[src/rtl/pstc_pkg.sv]
package pstc_pkg;

	// Initialization word one.
	localparam int INIT_WORD_ONE_MARK_BIT     = 4;
	localparam int INIT_WORD_ONE_SINGLE_BIT   = 1;
	localparam int INIT_WORD_ONE_NEED4_BIT    = 0;
	localparam int INIT_WORD_ONE_LEVEL_BIT    = 3;
	// Initialization word four.
	localparam int INIT_WORD_FOUR_X86_BIT      = 0;
	localparam int INIT_WORD_FOUR_AUTO_EOS_BIT = 1;
	localparam int INIT_WORD_FOUR_ROLE_BIT     = 2;
	localparam int INIT_WORD_FOUR_BUF_BIT      = 3;
	localparam int INIT_WORD_FOUR_SFN_BIT      = 4;
	// Operation word three.
	localparam int OPERATION_WORD_THREE_MARK_BIT     = 3;
	localparam int OPERATION_WORD_THREE_RR_BIT       = 1;
	localparam int OPERATION_WORD_THREE_RIS_BIT      = 0;
	localparam int OPERATION_WORD_THREE_POLL_BIT     = 2;
	localparam int OPERATION_WORD_THREE_ESMM_BIT     = 6;
	localparam int OPERATION_WORD_THREE_SMM_BIT      = 5;
	// Operation word two: end-of-service group.
	localparam int OCW2_EOI_BIT      = 5;
	localparam int OCW2_SL_BIT       = 6;

	localparam logic [7:0] MASK_RST    = 8'hFF;
	localparam logic [7:0] ZERO_BYTE   = 8'h00;
	localparam logic [7:0] CALL_OPCODE = 8'hCD;
	localparam logic [2:0] LOWEST_LVL  = 3'h7;

	typedef enum logic [4:0] {
		INIT_IDLE = 5'b00001,
		INIT_W2   = 5'b00010,
		INIT_W3   = 5'b00100,
		INIT_W4   = 5'b01000,
		INIT_DONE = 5'b10000
	} pstc_init_t;

	function automatic logic [2:0] pstc_top_level(input logic [7:0] v);
		logic [2:0] r;
		r = 3'h0;
		for (int i = 7; i >= 0; i--) begin
			if (v[i]) begin
				r = i[2:0];
			end
		end
		return r;
	endfunction

endpackage

[src/rtl/pstc_ack_if.sv]
interface pstc_ack_if;
	logic       ack_fall;
	logic       ack_rise;
	logic       x86_mode;
	logic [1:0] pulse_idx;
	logic       last_pulse;
	modport track (input ack_fall, input ack_rise, input x86_mode, output pulse_idx, output last_pulse);
	modport use_ (output ack_fall, output ack_rise, output x86_mode, input pulse_idx, input last_pulse);
endinterface

[src/rtl/pstc_ack_seq.sv]
module pstc_ack_seq (
	input  wire logic   clk_sys,
	input  wire logic   sys_rst,
	pstc_ack_if.track   ack
);
	typedef struct packed {
		logic [1:0] idx;
	} pstc_seq_t;

	pstc_seq_t st_r;
	pstc_seq_t st_nxt;

	// Counts acknowledge pulses; index shows the pulse now in progress or the next one due.
	always_comb begin
		st_nxt = st_r;
		if (ack.ack_rise) begin
			if (ack.last_pulse) begin
				st_nxt.idx = 2'h0;
			end else begin
				st_nxt.idx = st_r.idx + 2'h1;
			end
		end
	end

	assign ack.pulse_idx  = st_r.idx;
	assign ack.last_pulse = ack.x86_mode ? (st_r.idx == 2'h1) : (st_r.idx == 2'h2);

	always_ff @(posedge clk_sys) begin
		if (sys_rst) begin
			st_r <= '0;
		end else begin
			st_r <= st_nxt;
		end
	end
endmodule

[src/rtl/pstc_edge_sense.sv]
module pstc_edge_sense (
	input  wire logic       clk_sys,
	input  wire logic       sys_rst,
	input  wire logic [7:0] req_in,
	input  wire logic       level_mode,
	input  wire logic [7:0] clear_req,
	output logic      [7:0] req_live
);
	typedef struct packed {
		logic [7:0] s1;
		logic [7:0] s2;
		logic [7:0] prev;
		logic [7:0] edge_seen;
	} pstc_es_t;

	pstc_es_t st_r;
	pstc_es_t st_nxt;

	// An edge request stays armed only while the input stays high, so a line that drops early reads as gone.
	always_comb begin
		st_nxt      = st_r;
		st_nxt.s1   = req_in;
		st_nxt.s2   = st_r.s1;
		st_nxt.prev = st_r.s2;
		st_nxt.edge_seen = (st_r.edge_seen & ~clear_req & st_r.s2) | (st_r.s2 & ~st_r.prev);
	end

	assign req_live = level_mode ? st_r.s2 : (st_r.edge_seen & st_r.s2);

	always_ff @(posedge clk_sys) begin
		if (sys_rst) begin
			st_r <= '0;
		end else begin
			st_r <= st_nxt;
		end
	end
endmodule

[src/rtl/pstc_top.sv]
// Behaviour
// Read-register command with select low makes reads return the request latch.
// Read-register command with select high makes reads return the service latch.
// Last latch selection persists across reads; a poll breaks it.
// Finishing initialization selects the request latch for status reads.
// Read with address high returns the mask latch, no command needed.
// Poll plus read-register flag: next read is a poll, not status.
// Trigger select low: request only on rising input; held high gives nothing more.
// Trigger select high: request whenever the input is high.
// Level source drops its request before end-of-service and re-enable.
// Source holds request high until first acknowledge pulse falls.
// Request gone before first acknowledge: answer with lowest level vector.
// Default lowest-level answer leaves its service bit clear; real one sets it.
// Special fully nested master forwards higher requests from an in-service slave.
// Ordinary nested master ignores more requests from a slave in service.
// Host clears slave, reads its service latch, then clears master if empty.
// Buffered mode drives buffer enable whenever data drivers are on.
// Word four bit 3 selects buffered mode, bit 2 the role.
// Master addresses up to eight slaves on three cascade lines.
// Selected slave supplies vector bytes two and three, or byte two only.
// Master holds cascade low when idle, drives address first to last pulse.
// Host sends end-of-service to both master and the slave concerned.
// Slave goes on master input zero only after all others are used.
// Buffered role bit high means master, low slave; ignored unbuffered.
// Poll byte: top bit marks pending request, low three bits the level.
// Slave drives vector bytes only when cascade value matches its identity.
module pstc_top (
	input  wire logic       clk_sys,
	input  wire logic       sys_rst,
	input  wire logic       cs_n,
	input  wire logic       rd_n,
	input  wire logic       wr_n,
	input  wire logic       addr0,
	input  wire logic [7:0] data_in,
	output logic      [7:0] data_out,
	output logic            data_oe,
	input  wire logic [7:0] request_input,
	input  wire logic       interrupt_acknowledge_n,
	output logic            int_out,
	input  wire logic [2:0] cas_in,
	output logic      [2:0] cas_out,
	output logic            cas_oe,
	input  wire logic       slave_program_n_in,
	output logic            slave_program_buffer_enable,
	output logic            slave_program_buffer_enable_oe
);
	typedef struct packed {
		logic [2:0]         rd_s;
		logic [2:0]         wr_s;
		logic [2:0]         ack_s;
		logic [1:0]         cs_s;
		logic [1:0]         a0_s;
		logic [7:0]         d1;
		logic [7:0]         d2;
		logic [2:0]         cas1;
		logic [2:0]         cas2;
		logic [1:0]         spn_s;
		pstc_pkg::pstc_init_t init;
		logic               level_mode;
		logic               single;
		logic               need4;
		logic               x86;
		logic               auto_eos;
		logic               buffered;
		logic               role_master;
		logic               sfn;
		logic [4:0]         vec_base;
		logic [7:0]         slave_map;
		logic [2:0]         own_id;
		logic [7:0]         request_latch;
		logic [7:0]         service_latch;
		logic [7:0]         mask_latch;
		logic               sel_service;
		logic               poll_pend;
		logic               ack_live;
		logic               ack_drive;
		logic [2:0]         ack_lvl;
		logic               ack_default;
		logic               ack_cascade;
		logic [7:0]         dout;
		logic               dout_en;
		logic [2:0]         cas_val;
		logic               cas_en;
	} pstc_state_t;

	pstc_state_t st_r;
	pstc_state_t st_nxt;

	logic [7:0] req_live;
	logic [7:0] clear_req;
	logic       rd_fall;
	logic       rd_rise;
	logic       wr_rise;
	logic       is_master;
	logic [7:0] eligible;
	logic [7:0] block_mask;
	logic [2:0] best;
	logic       any_req;
	logic       we_are_target;
	logic       cs_ok;
	logic [7:0] ack_byte;

	pstc_ack_if ack ();

	pstc_edge_sense u_edge (
		.clk_sys    (clk_sys),
		.sys_rst    (sys_rst),
		.req_in     (request_input),
		.level_mode (st_r.level_mode),
		.clear_req  (clear_req),
		.req_live   (req_live)
	);

	pstc_ack_seq u_seq (
		.clk_sys (clk_sys),
		.sys_rst (sys_rst),
		.ack     (ack.track)
	);

	// Strobe edges are taken from the settled second and third stages only.
	assign rd_fall = st_r.rd_s[2] & ~st_r.rd_s[1];
	assign rd_rise = ~st_r.rd_s[2] & st_r.rd_s[1];
	assign wr_rise = ~st_r.wr_s[2] & st_r.wr_s[1];
	assign cs_ok   = ~st_r.cs_s[1];
	assign ack.ack_fall = st_r.ack_s[2] & ~st_r.ack_s[1];
	assign ack.ack_rise = ~st_r.ack_s[2] & st_r.ack_s[1];
	assign ack.x86_mode = st_r.x86;

	// Unbuffered parts take the role from the strapped pin; buffered parts from word four.
	assign is_master = st_r.buffered ? st_r.role_master : st_r.spn_s[1];

	// A slave's in-service line blocks only lower or equal levels; special nesting lets the same slave through again.
	always_comb begin
		block_mask = 8'h00;
		for (int i = 0; i < 8; i++) begin
			for (int j = 0; j <= i; j++) begin
				if (st_r.service_latch[j]) begin
					if (!(st_r.sfn && is_master && st_r.slave_map[j] && i == j)) begin
						block_mask[i] = 1'b1;
					end
				end
			end
		end
	end

	// Masked and blocked levels still show in the request latch; the interrupt line, poll byte and acknowledge ignore them.
	assign eligible = st_r.request_latch & ~st_r.mask_latch & ~block_mask;
	assign best     = pstc_pkg::pstc_top_level(eligible);
	assign any_req  = |eligible;
	assign int_out  = any_req & (st_r.init == pstc_pkg::INIT_DONE) & ~st_r.poll_pend;

	// Only a genuine acknowledge disarms the edge latch; a default answer must leave a real edge pending.
	always_comb begin
		clear_req = 8'h00;
		if (st_r.ack_live && ack.ack_fall && !st_r.ack_default) begin
			clear_req[st_r.ack_lvl] = 1'b1;
		end
	end

	// Vector byte for the pulse in progress; the 85 layout splits the routine address over two bytes.
	always_comb begin
		if (st_r.x86) begin
			ack_byte = {st_r.vec_base, st_r.ack_lvl};
		end else if (ack.pulse_idx == 2'h1) begin
			ack_byte = {st_r.vec_base[2:0], st_r.ack_lvl, 2'h0};
		end else begin
			ack_byte = {3'h0, st_r.vec_base};
		end
	end

	// Slave is chosen when cascade matches its identity; a master selects itself for non-slave inputs.
	assign we_are_target = is_master ? !st_r.ack_cascade : (st_r.cas2 == st_r.own_id);

	always_comb begin
		st_nxt = st_r;
		st_nxt.rd_s  = {st_r.rd_s[1:0], rd_n};
		st_nxt.wr_s  = {st_r.wr_s[1:0], wr_n};
		st_nxt.ack_s = {st_r.ack_s[1:0], interrupt_acknowledge_n};
		st_nxt.cs_s  = {st_r.cs_s[0], cs_n};
		st_nxt.a0_s  = {st_r.a0_s[0], addr0};
		st_nxt.d1    = data_in;
		st_nxt.d2    = st_r.d1;
		st_nxt.cas1  = cas_in;
		st_nxt.cas2  = st_r.cas1;
		st_nxt.spn_s = {st_r.spn_s[0], slave_program_n_in};

		// Requests are frozen while a poll waits, so the poll byte and the service bit it sets agree.
		if (!st_r.poll_pend) begin
			st_nxt.request_latch = req_live;
		end

		if (wr_rise && cs_ok) begin
			// Word one restarts initialization from any state; a stray address-low write with bit 4 set drops the setup.
			if (!st_r.a0_s[1] && st_r.d2[pstc_pkg::INIT_WORD_ONE_MARK_BIT]) begin
				st_nxt.init          = pstc_pkg::INIT_W2;
				st_nxt.level_mode    = st_r.d2[pstc_pkg::INIT_WORD_ONE_LEVEL_BIT];
				st_nxt.single        = st_r.d2[pstc_pkg::INIT_WORD_ONE_SINGLE_BIT];
				st_nxt.need4         = st_r.d2[pstc_pkg::INIT_WORD_ONE_NEED4_BIT];
				st_nxt.mask_latch    = pstc_pkg::ZERO_BYTE;
				st_nxt.service_latch = pstc_pkg::ZERO_BYTE;
				st_nxt.sel_service   = 1'b0;
				st_nxt.poll_pend     = 1'b0;
				st_nxt.x86           = 1'b0;
				st_nxt.auto_eos      = 1'b0;
				st_nxt.buffered      = 1'b0;
				st_nxt.sfn           = 1'b0;
			end else begin
				unique case (st_r.init)
					pstc_pkg::INIT_W2: begin
						st_nxt.vec_base = st_r.d2[7:3];
						if (!st_r.single) begin
							st_nxt.init = pstc_pkg::INIT_W3;
						end else if (st_r.need4) begin
							st_nxt.init = pstc_pkg::INIT_W4;
						end else begin
							st_nxt.init = pstc_pkg::INIT_DONE;
						end
					end
					pstc_pkg::INIT_W3: begin
						st_nxt.slave_map = st_r.d2;
						st_nxt.own_id    = st_r.d2[2:0];
						if (st_r.need4) begin
							st_nxt.init = pstc_pkg::INIT_W4;
						end else begin
							st_nxt.init = pstc_pkg::INIT_DONE;
						end
					end
					pstc_pkg::INIT_W4: begin
						st_nxt.x86         = st_r.d2[pstc_pkg::INIT_WORD_FOUR_X86_BIT];
						st_nxt.auto_eos    = st_r.d2[pstc_pkg::INIT_WORD_FOUR_AUTO_EOS_BIT];
						st_nxt.buffered    = st_r.d2[pstc_pkg::INIT_WORD_FOUR_BUF_BIT];
						st_nxt.role_master = st_r.d2[pstc_pkg::INIT_WORD_FOUR_ROLE_BIT];
						st_nxt.sfn         = st_r.d2[pstc_pkg::INIT_WORD_FOUR_SFN_BIT];
						st_nxt.init        = pstc_pkg::INIT_DONE;
					end
					pstc_pkg::INIT_IDLE, pstc_pkg::INIT_DONE: begin
						if (st_r.a0_s[1]) begin
							st_nxt.mask_latch = st_r.d2;
						end else if (st_r.d2[pstc_pkg::OPERATION_WORD_THREE_MARK_BIT]) begin
							if (st_r.d2[pstc_pkg::OPERATION_WORD_THREE_POLL_BIT]) begin
								st_nxt.poll_pend = 1'b1;
							end else if (st_r.d2[pstc_pkg::OPERATION_WORD_THREE_RR_BIT]) begin
								st_nxt.sel_service = st_r.d2[pstc_pkg::OPERATION_WORD_THREE_RIS_BIT];
							end
						end else if (st_r.d2[pstc_pkg::OCW2_EOI_BIT]) begin
							if (st_r.d2[pstc_pkg::OCW2_SL_BIT]) begin
								st_nxt.service_latch[st_r.d2[2:0]] = 1'b0;
							end else begin
								st_nxt.service_latch[pstc_pkg::pstc_top_level(st_r.service_latch)] = 1'b0;
							end
						end
					end
					default: st_nxt.init = pstc_pkg::INIT_IDLE;
				endcase
			end
		end

		// Register reads; the poll read freezes requests between write and read.
		if (rd_fall && cs_ok) begin
			st_nxt.dout_en = 1'b1;
			if (st_r.poll_pend) begin
				st_nxt.dout = {any_req, 4'h0, best};
				if (any_req) begin
					st_nxt.service_latch[best] = 1'b1;
				end
			end else if (st_r.a0_s[1]) begin
				st_nxt.dout = st_r.mask_latch;
			end else begin
				st_nxt.dout = st_r.sel_service ? st_r.service_latch : st_r.request_latch;
			end
		end
		// A poll is consumed by the strobe's rising edge, so a read that was cut short still ends it.
		if (rd_rise) begin
			st_nxt.dout_en   = 1'b0;
			st_nxt.poll_pend = 1'b0;
		end

		// Acknowledge sequence.
		// A request that vanished before the first pulse gets the lowest level and no service bit.
		if (ack.ack_fall && ack.pulse_idx == 2'h0) begin
			st_nxt.ack_live    = 1'b1;
			st_nxt.ack_default = !any_req;
			st_nxt.ack_lvl     = any_req ? best : pstc_pkg::LOWEST_LVL;
			st_nxt.ack_cascade = any_req && is_master && !st_r.single && st_r.slave_map[best];
			if (any_req) begin
				st_nxt.service_latch[best] = 1'b1;
			end
		end
		if (ack.ack_fall) begin
			if (ack.pulse_idx == 2'h0 && !st_r.x86) begin
				st_nxt.dout    = pstc_pkg::CALL_OPCODE;
				st_nxt.dout_en = is_master;
			end else if (ack.pulse_idx != 2'h0 && st_r.ack_live) begin
				st_nxt.dout    = ack_byte;
				st_nxt.dout_en = we_are_target;
			end
		end
		// The slave address stands from the first pulse's rising edge to the last, so slaves see it settled.
		if (ack.ack_rise) begin
			st_nxt.dout_en = 1'b0;
			if (ack.pulse_idx == 2'h0 && st_r.ack_cascade) begin
				st_nxt.cas_val = st_r.ack_lvl;
				st_nxt.cas_en  = 1'b1;
			end
			if (ack.last_pulse) begin
				st_nxt.cas_val  = 3'h0;
				st_nxt.ack_live = 1'b0;
				if (st_r.auto_eos && !st_r.ack_default) begin
					st_nxt.service_latch[st_r.ack_lvl] = 1'b0;
				end
			end
		end
		// Only a master drives the cascade lines; a slave listens and must never fight the master.
		if (!is_master) begin
			st_nxt.cas_en = 1'b0;
		end else begin
			st_nxt.cas_en = 1'b1;
		end
	end

	assign data_out = st_r.dout;
	assign data_oe  = st_r.dout_en;
	assign cas_out  = st_r.cas_val;
	assign cas_oe   = st_r.cas_en;
	// In buffered mode the pin is an active-low enable that follows the data drivers.
	assign slave_program_buffer_enable    = ~(st_r.buffered & st_r.dout_en);
	assign slave_program_buffer_enable_oe = st_r.buffered;

	always_ff @(posedge clk_sys) begin
		if (sys_rst) begin
			st_r            <= '0;
			// Strobe synchronisers reset to the idle high level so no false edge follows reset.
			st_r.rd_s       <= 3'h7;
			st_r.wr_s       <= 3'h7;
			st_r.ack_s      <= 3'h7;
			st_r.cs_s       <= 2'h3;
			st_r.spn_s      <= 2'h3;
			st_r.init       <= pstc_pkg::INIT_IDLE;
			st_r.mask_latch <= pstc_pkg::MASK_RST;
		end else begin
			st_r <= st_nxt;
		end
	end
endmodule

[config.mk]
export PLATFORM = sky130hd
export DESIGN_NAME = pstc_top
export DESIGN_NICKNAME = d
export VERILOG_FILES = /design/src/rtl/pstc_pkg.sv /design/src/rtl/pstc_ack_if.sv /design/src/rtl/pstc_ack_seq.sv /design/src/rtl/pstc_edge_sense.sv /design/src/rtl/pstc_top.sv
export SDC_FILE = /design/constraint.sdc
export NUM_CORES = 1
export LEC_CHECK = 0
export ABC_AREA = 1
export BUFFER_PORTS_ARGS = -buffer_cell sky130_fd_sc_hd__buf_4
export CELL_PAD_IN_SITES_DETAIL_PLACEMENT = 0
export CELL_PAD_IN_SITES_GLOBAL_PLACEMENT = 1
export CORE_ASPECT_RATIO = 1.4
export CORE_MARGIN = 2
export CORE_UTILIZATION = 44
export DETAILED_ROUTE_END_ITERATION = 6
export PLACE_DENSITY_LB_ADDON = 0.1
export SYNTH_ARGS = -nofsm -noshare
export SYNTH_HDL_FRONTEND = slang
export SYNTH_HIERARCHICAL = 1
export SYNTH_SLANG_ARGS = --single-unit
export TNS_END_PERCENT = 20
[constraint.sdc]
create_clock -name clk_sys -period 2.2 [get_ports clk_sys]
set_input_delay 0.22 -clock clk_sys [delete_from_list [all_inputs] [get_ports clk_sys]]
set_output_delay 0.22 -clock clk_sys [all_outputs]
set_load 0.03 [all_outputs]
==> summary.md, run 1 <==
| Metric | Value |
|---|---|
| Outcome | finished, final reports clean |
| CTS clock-pin slew for the worst setup and hold paths | 0.07 ns |
| Pins Over Slew Limit | 0 |
| Number of flops mapped to enable cells by yosys | 0 |
| Top cell type by total area after synthesis | dfxtp_1 |
| Core area | 0.01397 mm^2 |
| Worst VDD drop | 0.0004737 V |
| Fin util | 56.00% |
| WS Path Type | reg -> out |
| Final hold slack | 0.01057 ns |
| Cells after Synth | 873 |
| Vias per cell | 5.088 |
| #FFs+latches synth | 142 |
| Worst Max-Slew Pin Slew | 0.5895 ns |
| # IOs | 43 |
| First-pass GRT wire length | 29730 um |
| DRT antenna net count | 0 |
| Pre-CTS WS | 0.2279 ns |
| Leakage power | 3.324 nW |
| Congestion Overflow GR | 0 |
| DP Area | 0.006877 mm^2 |
| Gr usage total | 25.29% |
| H-tree levels | 4 |
| Post-synthesis cell area | 0.006299 mm^2 |
| Critical Path End Type | primary output |
| Clk_skew | 0.008118 ns |
| Final Instance Count excl. Fillers | 1159 |
| Footprint of the multi-input gates | 0.002723 mm^2 |
| Syn nets | 900 |
| WHS Endpoint | st_nxt[88] |
| Fin worst setup slack | 0.01629 ns |
| Max Freq | 0.4579 GHz |
| Clock Latency Late Sink | 0.42 ns |
| Std cell rows | 51 |
| Relative slew margins | 60.70% |
| Final period util | 99.26% |
| RD Place Congestion | 0.9839 |
| Ys Warns | 6 |
| CP required | 1.98 ns |
| DR vias | 5897 |
| Avg Inst Size Synth | 7.215 um^2 |
| Layout filler cell count | 1376 |
| Crit path time final | 2.184 ns |
| Area delta synth->final | 24.26% |
| Async S/R FF share, synth | 0% |
| CTS Root Cell | clkbuf_16 |
| Layout Cell Area excl Fill | 0.007826 mm^2 |
| Number of diodes | 0 |
| Worst reg2reg endpoint | st_r[13] |
| WL/cell | 16.23 um |
| CTS max path bufs | 2 |
| DP Wirelength | 14000 um |
| FF/Latch Area | 0.002845 mm^2 |
| R2R cell count | 18 |
| Drt first pass iters | 5 |
| Crit path DAT | 1.96 ns |
| Post-synth top flop | dfxtp_1 |
| Maxcap violations | 0 |
| Vias in the first global route | 5719 |
| DRC violations left | 0 |
| Critical Path Source Type | flop |
| Share of cells above drive strength 1 | 17.56% |
| # clock sinks | 142 |
| Placed Cells incl. Taps | 1093 |
| DIE AREA | 0.01530 mm^2 |
| Hold path start | data_in[5] |
| Synth cell types | 48 |
| Total CTS buffers | 17 |
| Setup violators final | 0 |
| Routed WL | 18810 um |
| CTS tree | done |
| Seq/Total Area, Yosys | 45.13% |
| Number of antenna violations at the first check in global routing | 0 |
| Top-area cell type share of the netlist area | 45.13% |
| Crit path max fanout | 7 |
| Port Buffers | 42 |
| Initial Util | 45.07% |
| Power Density | 743.5 mW/mm^2 |
| Synth area leaders | dfxtp_1 (45%), inv_1 (8.8%), nand2_1 (7.8%), nor2_1 (7.2%), a21oi_1 (5.3%) |
| Worst hold stages | 3 |
| Die Ht | 145.6 um |
| Pin count of the biggest net entering global routing | 53 |
| Die X | 105.1 um |
| Worst reg-to-reg setup slack | 0.18 ns |
| Post-layout nets | 988 |
| FF-to-FF Start | slave_program_buffer_enable_oe |
| Initial drt markers | 343 |
| Worst hold path class | in -> reg |
| Final hold vios | 0 |
| RSZ-0062 raised after global routing | true |
-- flip-flops by register name, indices dropped and copies added, names as in the netlist --
register	count
ack.x86_mode	1
cas_oe	1
cas_out	3
data_oe	1
data_out	8
slave_program_buffer_enable_oe	1
st_nxt	20
st_r	73
u_edge/st_nxt	16
u_edge/st_r	16
u_seq/ack.pulse_idx	2
-- per-stage QoR --
stage / TNS [ns] / power [mW]
final: 0 / 5.819
after global routing: -0.09864 / 6.028
after CTS: 0 / 5.876
after detailed placement: 0 / 3.015
after global placement: 0 / 3.010
after floorplan: 0 / 2.899
-- routing by layer --
metal  GRT usage (%)  part of all wire, %  vias up
met5               0                    0        -
met4           13.27                  5.0        0
met3           4.299                  5.1       54
met2           43.31                   49      194
met1           30.12                   41     2686
li1                -                    -     2963
-- kinds of logic after synthesis --
family | share of synthesized area [%]
and+or+nand+nor | 24.55
buffers and inverters | 12.36
AOI/OAI and AO/OA | 17.40
DFF | 45.13
xor gates and xnor gates | 0.5563
-- worst max-delay path by stage --
stage / slack, ns / from / to / cells past startpoint
after global placement: 0.24 / slave_program_buffer_enable_oe / st_r[16] / 12
after CTS: 0.004 / st_r[33] / int_out / 10
after global routing: -0.1 / st_r[30] / int_out / 10
after floorplan: 0.25 / slave_program_buffer_enable_oe / int_out / 10
final: 0.02 / st_r[31] / int_out / 10
after detailed placement: 0.23 / slave_program_buffer_enable_oe / st_r[16] / 12
-- placed cells by master (no fill, tap or decap), types with 3 or more instances in the layout --
cell and n:
nor4_1 3, nand2_4 3, nor2_2 3, o22ai_1 3
a21oi_2 10, a221o_1 4, o21ai_0 56, inv_8 6
nor3_1 11, clkbuf_16 17, dfxtp_1 140, o31ai_1 9
xor2_1 3, or2_2 11, nand2_2 11, nand2_1 128
dlygate4sd3_1 22, nor2_4 5, inv_1 147, a21oi_1 67
clkinv_1 4, nand3_1 52, o211ai_1 9, buf_4 80
a221oi_1 5, o21ai_2 5, a211oi_1 3, clkinv_8 4
inv_6 4, nor2_1 119
-- layout make-up --
cell class	instances	share of cell area [%]
clock buffers	17	5.436
clock inverters	15	2.158
multi-input cells	542	34.79
flip-flops and latches	142	36.35
inverters	155	7.562
well taps	185	2.958
repair buffers	103	10.74
-- cell usage after synthesis (2+ instances only) --
library cell  instances
a211oi_1              3
a21oi_1              67
a21oi_2              10
a221o_1               4
a221oi_1              5
a31oi_1               2
buf_4                11
clkbuf_1             19
clkinv_1              4
dfxtp_1             142
inv_1               148
inv_2                 2
nand2_1             131
nand2_2               8
nand2_4               3
nand3_1              52
nor2_1              120
nor2_2                5
nor2_4                2
nor3_1               12
nor4_1                3
o2111ai_1             2
o211ai_1              9
o21a_1                2
o21ai_0              58
o21ai_1               3
o221ai_1              2
o22ai_1               3
o31ai_1               9
or2_1                 2
or2_2                11
xor2_1                3
-- worst max-delay path, stage by stage (launching register included) --
cell and delay [ns]:
dfxtp_2 0.36, nor2_4 0.20, nand3_1 0.13, o21ai_2 0.18, nand2_2 0.07, nand2_2 0.13
nor2_4 0.05, nand2_2 0.09, inv_4 0.06, nor3_2 0.10, buf_4 0.18
-- what timing repair did --
item | 4_1_cts | 5_1_grt
gates resized for setup | 5 | 12
hold endpoints to repair | 22 | 0
buffers inserted | 4 | 8
pin swaps | 2 | 6
setup endpoints to repair | 1 | 1
cloned | 0 | 0
hold buffers | 22 | 0
-- report_power, final --
part	switching, mW	total [mW]	internal (mW)
Combinational	0.172	0.306	0.133
Sequential	0.0503	2.69	2.64
Clock	1.30	2.83	1.53
Total	1.52	5.82	4.30
Power figures use the tool's default switching activity.
==> run 2: changes to the inputs <==
--- a/config.mk
+++ b/config.mk
@@ -9,7 +9,6 @@
 export BUFFER_PORTS_ARGS = -buffer_cell sky130_fd_sc_hd__buf_4
 export CELL_PAD_IN_SITES_DETAIL_PLACEMENT = 0
 export CELL_PAD_IN_SITES_GLOBAL_PLACEMENT = 1
-export CORE_ASPECT_RATIO = 1.4
 export CORE_MARGIN = 2
 export CORE_UTILIZATION = 44
 export DETAILED_ROUTE_END_ITERATION = 6
==> run 2 against run 1 <==
  * Utilization increased by 0.089 points
  * Power rose by 0.36%
  * Clock-buffer cell count grew 1
  * Wire length is 4.3% higher
  * Die area about the same
  * Sequential share of layout area is essentially flat
  * Clock power about the same
  * Combinational power fell by 2%
  * Cell area decreased by 0.13%
  * Non-clock buffer count is the same
  * Critical path type unchanged
  * Highest routed layer unchanged
==> summary.md, run 2 (synthesis results as in run 1) <==
| Metric | Value |
|---|---|
| Worst reg-to-reg setup slack | 0.15 ns (-0.03 ns) |
| WS Path Type | reg -> out |
| CTS Root Cell | clkbuf_16 |
| Power Density | 747.1 mW/mm^2 (+0.49%) |
| CTS clock-pin slew for the worst setup and hold paths | 0.06 ns (about the same) |
| DIE AREA | 0.01529 mm^2 (about the same) |
| Drt first pass iters | 6 (+1) |
| Gr usage total | 27.37% (+2.1 points) |
| Worst reg2reg endpoint | data_oe |
| Layout filler cell count | 1380 (+0.29%) |
| Hold path start | request_input[6] |
| Std cell rows | 43 (-16%) |
| Commonest non-fill, non-tap cell in the layout | inv_1 |
| Leakage power | 3.316 nW (-0.23%) |
| Die Ht | 123.6 um (-15%) |
| Worst hold path class | in -> reg |
| Outcome | finished, final reports clean |
| Vias per cell | 5.250 (+3.2%) |
| CTS tree | done |
| CP startpoint | slave_program_buffer_enable_oe |
| Relative slew margins | 54.70% (-6.0 points) |
| Clock Latency Late Sink | 0.43 ns (about the same) |
| CTS max path bufs | 2 (unchanged) |
| Clk_skew | 0.01120 ns (+0.003086 ns) |
| Total CTS buffers | 17 (unchanged) |
| DRT antenna net count | 0 (unchanged) |
| Number of diodes | 0 (unchanged) |
| # IOs | 43 (unchanged) |
| Final Instance Count excl. Fillers | 1154 (-0.43%) |
| Crit path time final | 2.157 ns (-0.02625 ns) |
| RSZ-0062 raised after global routing | true |
| Met3 wire length | 1670 um (+75%) |
| RD Place Congestion | 0.9835 (about the same) |
| Worst VDD drop | 0.0007191 V (+52%) |
| Vias in the first global route | 5795 (+1.3%) |
| Pins Over Slew Limit | 0 (unchanged) |
| WHS Endpoint | u_edge/st_nxt[22] |
| Share of cells above drive strength 1 | 17.15% (-0.41 points) |
| Initial Util | 45.20% (+0.13 points) |
| Max reg flops | 73 (unchanged) |
| Port Buffers | 42 (unchanged) |
| Core area | 0.01393 mm^2 (-0.29%) |
| WL/cell | 17.00 um (+4.8%) |
| DR vias | 6059 (+2.7%) |
| Area delta synth->final | 24.10% |
| Max Freq | 0.4635 GHz (+1.2%) |
| Placed Cells incl. Taps | 1091 (-0.18%) |
| Max Used Layer | met4 |
| Met2 WL | 9056 um (-1.8%) |
| DRC violations left | 0 (unchanged) |
| CP required | 1.98 ns (about the same) |
| H-tree levels | 4 (unchanged) |
| DP Wirelength | 14890 um (+6.4%) |
| Initial drt markers | 516 (+50%) |
| Worst Max-Slew Pin Slew | 0.6733 ns (+0.08383 ns) |
| Pin count of the biggest net entering global routing | 34 (-36%) |
| Crit path max fanout | 7 (unchanged) |
| Routed WL | 19610 um (+4.3%) |
| Commonest non-fill, non-tap cells in the layout | inv_1 (147), dfxtp_1 (140), nand2_1 (130), nor2_1 (119), buf_4 (78) |
| Critical Path Source Type | flop |
| Fin worst setup slack | 0.04254 ns (+0.02625 ns) |
| # clock sinks | 142 (unchanged) |
| R2R cell count | 6 (-12) |
| Critical Path End Type | primary output |
| Crit path DAT | 1.94 ns (-0.02 ns) |
| Most flops, register | st_r |
| Met1 WL | 8149 um (+5.9%) |
| FF-to-FF Start | ack.x86_mode |
| Maxcap violations | 0 (unchanged) |
| Post-layout nets | 988 (unchanged) |
| Final period util | 98.07% (-1.2 points) |
| Worst hold stages | 3 (unchanged) |
| Fin util | 56.09% (+0.089 points) |
| Setup violators final | 0 (unchanged) |
| Final TNS setup | 0 ns (unchanged) |
| Pre-CTS WS | 0.1414 ns (-0.08646 ns) |
| Congestion Overflow GR | 0 (unchanged) |
| First-pass GRT wire length | 30760 um (+3.5%) |
| Die X | 123.6 um (+18%) |
| Final hold vios | 0 (unchanged) |
| Number of antenna violations at the first check in global routing | 1 (+1) |
## run 2: cell types whose count changed in the layout (fill, tap and decap cells not counted), sizes merged
| cell | delta |
|---|---|
| buf | -2 |
| dlygate4sd3 | +2 |
| clkbuf | +1 |
| inv | -3 |
| bufinv | +1 |
| clkinv | +1 |
## run 2: timing repair
action,CTS,global route
resized for setup,11,5
pin swaps,5,4
hold buffers,24,0
endpoints found under the hold margin,24,0
endpoints found under the setup margin,1,2
buffers inserted,6,1
## run 2: power breakdown
part	internal, mW	switching [mW]	total, mW
registers	2.64	0.0498	2.69
logic	0.132	0.168	0.301
clock network	1.63	1.22	2.85
## run 2: per-layer routing
metal | vias up | GRT usage [%]
li1 | 2972 | -
met1 | 2795 | 34.50
met2 | 247 | 43.99
met3 | 45 | 6.685
met4 | 0 | 13.00
met5 | - | 0
## run 2: layout make-up
class | count | area (um^2) | area share, %
multi-input combinational | 542 | 2726 | 34.88
inverter | 155 | 591.8 | 7.572
clock inverter | 14 | 151.4 | 1.937
sequential | 142 | 2845 | 36.40
tap | 180 | 225.2 | 2.881
timing repair buffer | 103 | 837.1 | 10.71
clock buffer | 18 | 439.2 | 5.619
## run 2: critical path, stage by stage (launching register included)
cell,delay [ns]
dfxtp_2,0.37
inv_1,0.06
nand2_2,0.08
nand2_4,0.10
nand3_1,0.08
nand2_1,0.07
nand2_1,0.09
nand2_1,0.09
nor2_2,0.21
nand2_4,0.08
inv_4,0.10
nor3_4,0.04
buf_6,0.13
## run 2: how the worst max path moves through the flow
| stage | end | slack (ns) | cells past startpoint |
|---|---|---|---|
| 2_1_floorplan | int_out | 0.25 | 10 |
| 3_3_place_gp | st_r[33] | 0.03 | 12 |
| 3_5_place_dp | st_r[33] | 0.14 | 12 |
| 4_1_cts | int_out | 0.004 | 12 |
| 5_1_grt | int_out | -0.1 | 10 |
| 6_report | int_out | 0.04 | 12 |
## run 2: through the flow
step                total power [mW]  area, um^2  hold WS, ns
finish                         5.840        7816      0.01420
global route                   6.036        7816      0.01650
CTS                            5.885        7782     0.007191
detailed placement             3.008        6880       0.3927
global placement               3.003        6880       0.3904
floorplan                      2.899        6304       0.3238
==> run 3: changes to the inputs <==
--- a/config.mk
+++ b/config.mk
@@ -15,6 +15,5 @@
 export PLACE_DENSITY_LB_ADDON = 0.1
 export SYNTH_ARGS = -nofsm -noshare
 export SYNTH_HDL_FRONTEND = slang
-export SYNTH_HIERARCHICAL = 1
 export SYNTH_SLANG_ARGS = --single-unit
 export TNS_END_PERCENT = 20
==> run 3 against run 2 <==
  * Sequential share of layout area shrank 0.24 points
  * Sequential cell count is the same
  * Setup slack gained 0.051 ns
  * Fmax grew 2.4%
  * Global-route usage shrank 0.54 points
  * Synthesized cell count shrank 2.7%
  * Sequential power is essentially flat
  * Power shrank 0.39%
  * Critical path depth shrank 2
  * Critical path type unchanged
  * Critical endpoint unchanged
  * Largest cell class is now multi-input gates
  * Largest power group unchanged
==> summary.md, run 3 <==
| Metric | Value |
|---|---|
| Outcome | finished, final reports clean |
| Pre-CTS WS | 0.1467 ns (+0.005242 ns) |
| Async S/R FF share, synth | 0% (unchanged) |
| Clock power frac | 48.6% (-0.2 points) |
| Post-layout nets | 961 (-2.7%) |
| WS Path Type | reg -> out |
| Top cell type by total area after synthesis | dfxtp_1 |
| Seq/Total Area, Yosys | 44.76% (-0.37 points) |
| Gr usage total | 26.83% (-0.54 points) |
| Ys Warns | 0 (-6) |
| Commonest non-fill, non-tap cells in the layout | dfxtp_1 (137), inv_1 (123), nand2_1 (123), nor2_1 (89), buf_4 (75) |
| # clock sinks | 142 (unchanged) |
| First-pass GRT wire length | 29740 um (-3.3%) |
| # IOs | 43 (unchanged) |
| CTS Root Cell | clkbuf_16 |
| Hold path start | request_input[5] |
| Commonest non-fill, non-tap cell in the layout | dfxtp_1 |
| Crit path time final | 2.106 ns (-0.05100 ns) |
| GR met1 Demand/Resource | 36.43% (+1.9 points) |
| RSZ-0062 raised after global routing | true |
| Clk_skew | 0.01251 ns (+0.001302 ns) |
| Most instantiated library cell after synthesis | dfxtp_1 |
| Initial Util | 45.40% (+0.20 points) |
| CTS clock-pin slew for the worst setup and hold paths | 0.06 ns (about the same) |
| Pins Over Slew Limit | 0 (unchanged) |
| DR vias | 5883 (-2.9%) |
| Crit path DAT | 1.89 ns (-0.05 ns) |
| Footprint of the multi-input gates | 0.002890 mm^2 (+6.0%) |
| FF-to-FF Start | st_r[31] |
| Share of cells above drive strength 1 | 20.87% (+3.7 points) |
| Die X | 124.1 um (+0.40%) |
| CTS tree | done |
| Top-area cell type share of the netlist area | 44.76% (-0.37 points) |
| Worst Max-Slew Pin Slew | 0.5726 ns (-0.1007 ns) |
| Vias per cell | 5.234 (-0.31%) |
| RD Place Congestion | 0.9421 (-4.2%) |
| Worst reg-to-reg setup slack | 0.16 ns (about the same) |
| Post-synth top flop | dfxtp_1 |
| Power Density | 737.7 mW/mm^2 (-1.3%) |
| Synth area leaders | dfxtp_1 (45%), nand2_1 (7.5%), inv_1 (7.4%), o21ai_0 (5.5%), a21oi_1 (5.4%) |
| Placed Cells incl. Taps | 1061 (-2.7%) |
| Leading cell types by count after synthesis | dfxtp_1 (142), nand2_1 (127), inv_1 (125) |
| Max reg flops | 73 (unchanged) |
| Combinational Power Share | 5.3% (about the same) |
| Core area | 0.01399 mm^2 (+0.39%) |
| Pint | 4.363 mW (-0.77%) |
| Worst VDD drop | 0.0005752 V (-20%) |
| DP Area | 0.006930 mm^2 (+0.73%) |
| WL/cell | 17.17 um (+1.0%) |
| Total CTS buffers | 17 (unchanged) |
| Congestion Overflow GR | 0 (unchanged) |
| Post-synthesis cell area | 0.006351 mm^2 (+0.83%) |
| DIE AREA | 0.01541 mm^2 (+0.80%) |
| GR Util met2 | 41.05% (-2.9 points) |
| DRC violations left | 0 (unchanged) |
| DRT antenna net count | 0 (unchanged) |
| Number of antenna violations at the first check in global routing | 0 (-1) |
| Clock Latency Late Sink | 0.43 ns (about the same) |
| Pin count of the biggest net entering global routing | 83 (+140%) |
| FF/Latch Area | 0.002851 mm^2 (+0.22%) |
| Critical Path End Type | primary output |
| Port Buffers | 42 (unchanged) |
| Die Ht | 124.1 um (+0.40%) |
| Worst reg2reg endpoint | st_r[33] |
| #FFs+latches synth | 142 (unchanged) |
| Std cell rows | 43 (unchanged) |
| CP startpoint | st_r[31] |
| CP endpoint | int_out |
| Vias in the first global route | 5442 (-6.1%) |
| Crit path max fanout | 5 (-2) |
| Most flops, register | st_r |
| Net Sw Frac | 25.00% (+0.29 points) |
| Relative slew margins | 61.77% (+7.1 points) |
| Cells after Synth | 849 (-2.7%) |
| CTS max path bufs | 2 (unchanged) |
| Worst hold path class | in -> reg |
| Final Instance Count excl. Fillers | 1124 (-2.6%) |
| Number of flops mapped to enable cells by yosys | 0 (unchanged) |
| Met3 usage | 6.136% (-0.55 points) |
| H-tree levels | 4 (unchanged) |
| CP required | 1.98 ns (about the same) |
| Final period util | 95.75% (-2.3 points) |
| Layout filler cell count | 1309 (-5.1%) |
| Max Freq | 0.4747 GHz (+2.4%) |
| Number of diodes | 0 (unchanged) |
| Setup violators final | 0 (unchanged) |
| Area delta synth->final | 24.15% (about the same) |
| Syn nets | 879 (-2.3%) |
| Final hold vios | 0 (unchanged) |
| Sw Pwr | 1.454 mW (+0.77%) |
| R2R cell count | 13 (+7) |
| Maxcap violations | 0 (unchanged) |
| Fin worst setup slack | 0.09353 ns (+0.05100 ns) |
| Drt first pass iters | 7 (+1) |
| DP Wirelength | 14390 um (-3.4%) |
| Layout Cell Area excl Fill | 0.007885 mm^2 (+0.88%) |
| Initial drt markers | 575 (+11%) |
| Synth cell types | 46 (-4.2%) |
| Avg Inst Size Synth | 7.481 um^2 (+3.7%) |
| Seq pwr share | 46.0% (about the same) |
| Leakage power | 3.313 nW (-0.11%) |
| Gr busiest metal | met2 |
| Critical Path Source Type | flop |
| Routed WL | 19300 um (-1.6%) |
==> run 3: worst min path at each step <==
stage	endpoint	slack, ns	cells past startpoint
floorplan	st_nxt[102]	0.32	1
global placement	u_edge.st_nxt[14]	0.39	2
detailed placement	u_edge.st_nxt[8]	0.39	2
CTS	u_edge.st_nxt[21]	0.0009	3
global route	u_edge.st_nxt[21]	0.002	3
finish	u_edge.st_nxt[21]	0.02	3
==> run 3: cells by family (layout without fill, tap and decap cells) <==
| logic type | Yosys count | in the layout | synth area share (%) |
|---|---|---|---|
| xor gates and xnor gates | 1 | 1 | 0.1379 |
| adders and majority gates | 3 | 3 | 0.5911 |
| buffers and inverters | 172 | 266 | 11.09 |
| and+or+nand+nor | 335 | 336 | 25.51 |
| AOI/OAI and AO/OA | 196 | 196 | 17.91 |
| DFF | 142 | 142 | 44.76 |
==> run 3: timing repair <==
action / in CTS / in global routing
pin swaps: 13 / 5
gates cloned: 1 / 0
endpoints found under the setup margin: 1 / 2
gates resized for setup: 23 / 4
endpoints found under the hold margin: 22 / 0
hold buffers: 22 / 0
buffers inserted: 8 / 0
==> run 3: final cells by class <==
class	count	share of cell area (%)
Tap cell	180	2.856
Clock inverter	15	1.904
Sequential cell	142	36.16
Inverter	134	6.442
Timing Repair Buffer	100	10.58
Multi-Input combinational cell	536	36.66
Clock buffer	17	5.395
==> run 3: power by group through the flow <==
| stage | Sequential, mW | Combinational [mW] | Clock [mW] |
|---|---|---|---|
| after global routing | 2.68 | 0.347 | 2.99 |
| final | 2.68 | 0.311 | 2.83 |
| after detailed placement | 2.73 | 0.276 | 0 |
| after CTS | 2.68 | 0.311 | 2.87 |
| after floorplan | 2.72 | 0.174 | 0 |
| after global placement | 2.73 | 0.272 | 0 |
==> run 3: critical path, stage by stage (launching register included) <==
cell and delay (ns):
dfxtp_2 0.35, nor2_4 0.20, nand2_4 0.11, nor3_2 0.12, nand2_1 0.09, nand2_2 0.11, nor2_4 0.06, nand2_4 0.07
inv_2 0.04, nor3_4 0.15, buf_6 0.16
==> run 3: routing by layer <==
metal / vias up / share of wire (%)
met5: - / 0
met4: 0 / 3.1
li1: 2901 / -
met1: 2717 / 46
met3: 36 / 6.6
met2: 229 / 44
==> run 3: through the flow <==
| step | setup TNS, ns | utilization, % | total power [mW] | hold WS [ns] |
|---|---|---|---|---|
| final | 0 | 56.37 | 5.817 | 0.01553 |
| after global routing | -0.007261 | 56.37 | 6.024 | 0.002197 |
| after CTS | 0 | 56.26 | 5.857 | 0.0009250 |
| after detailed placement | 0 | 49.54 | 3.010 | 0.3933 |
| after global placement | 0 | 49.54 | 3.005 | 0.3897 |
| after floorplan | 0 | - | 2.892 | 0.3238 |
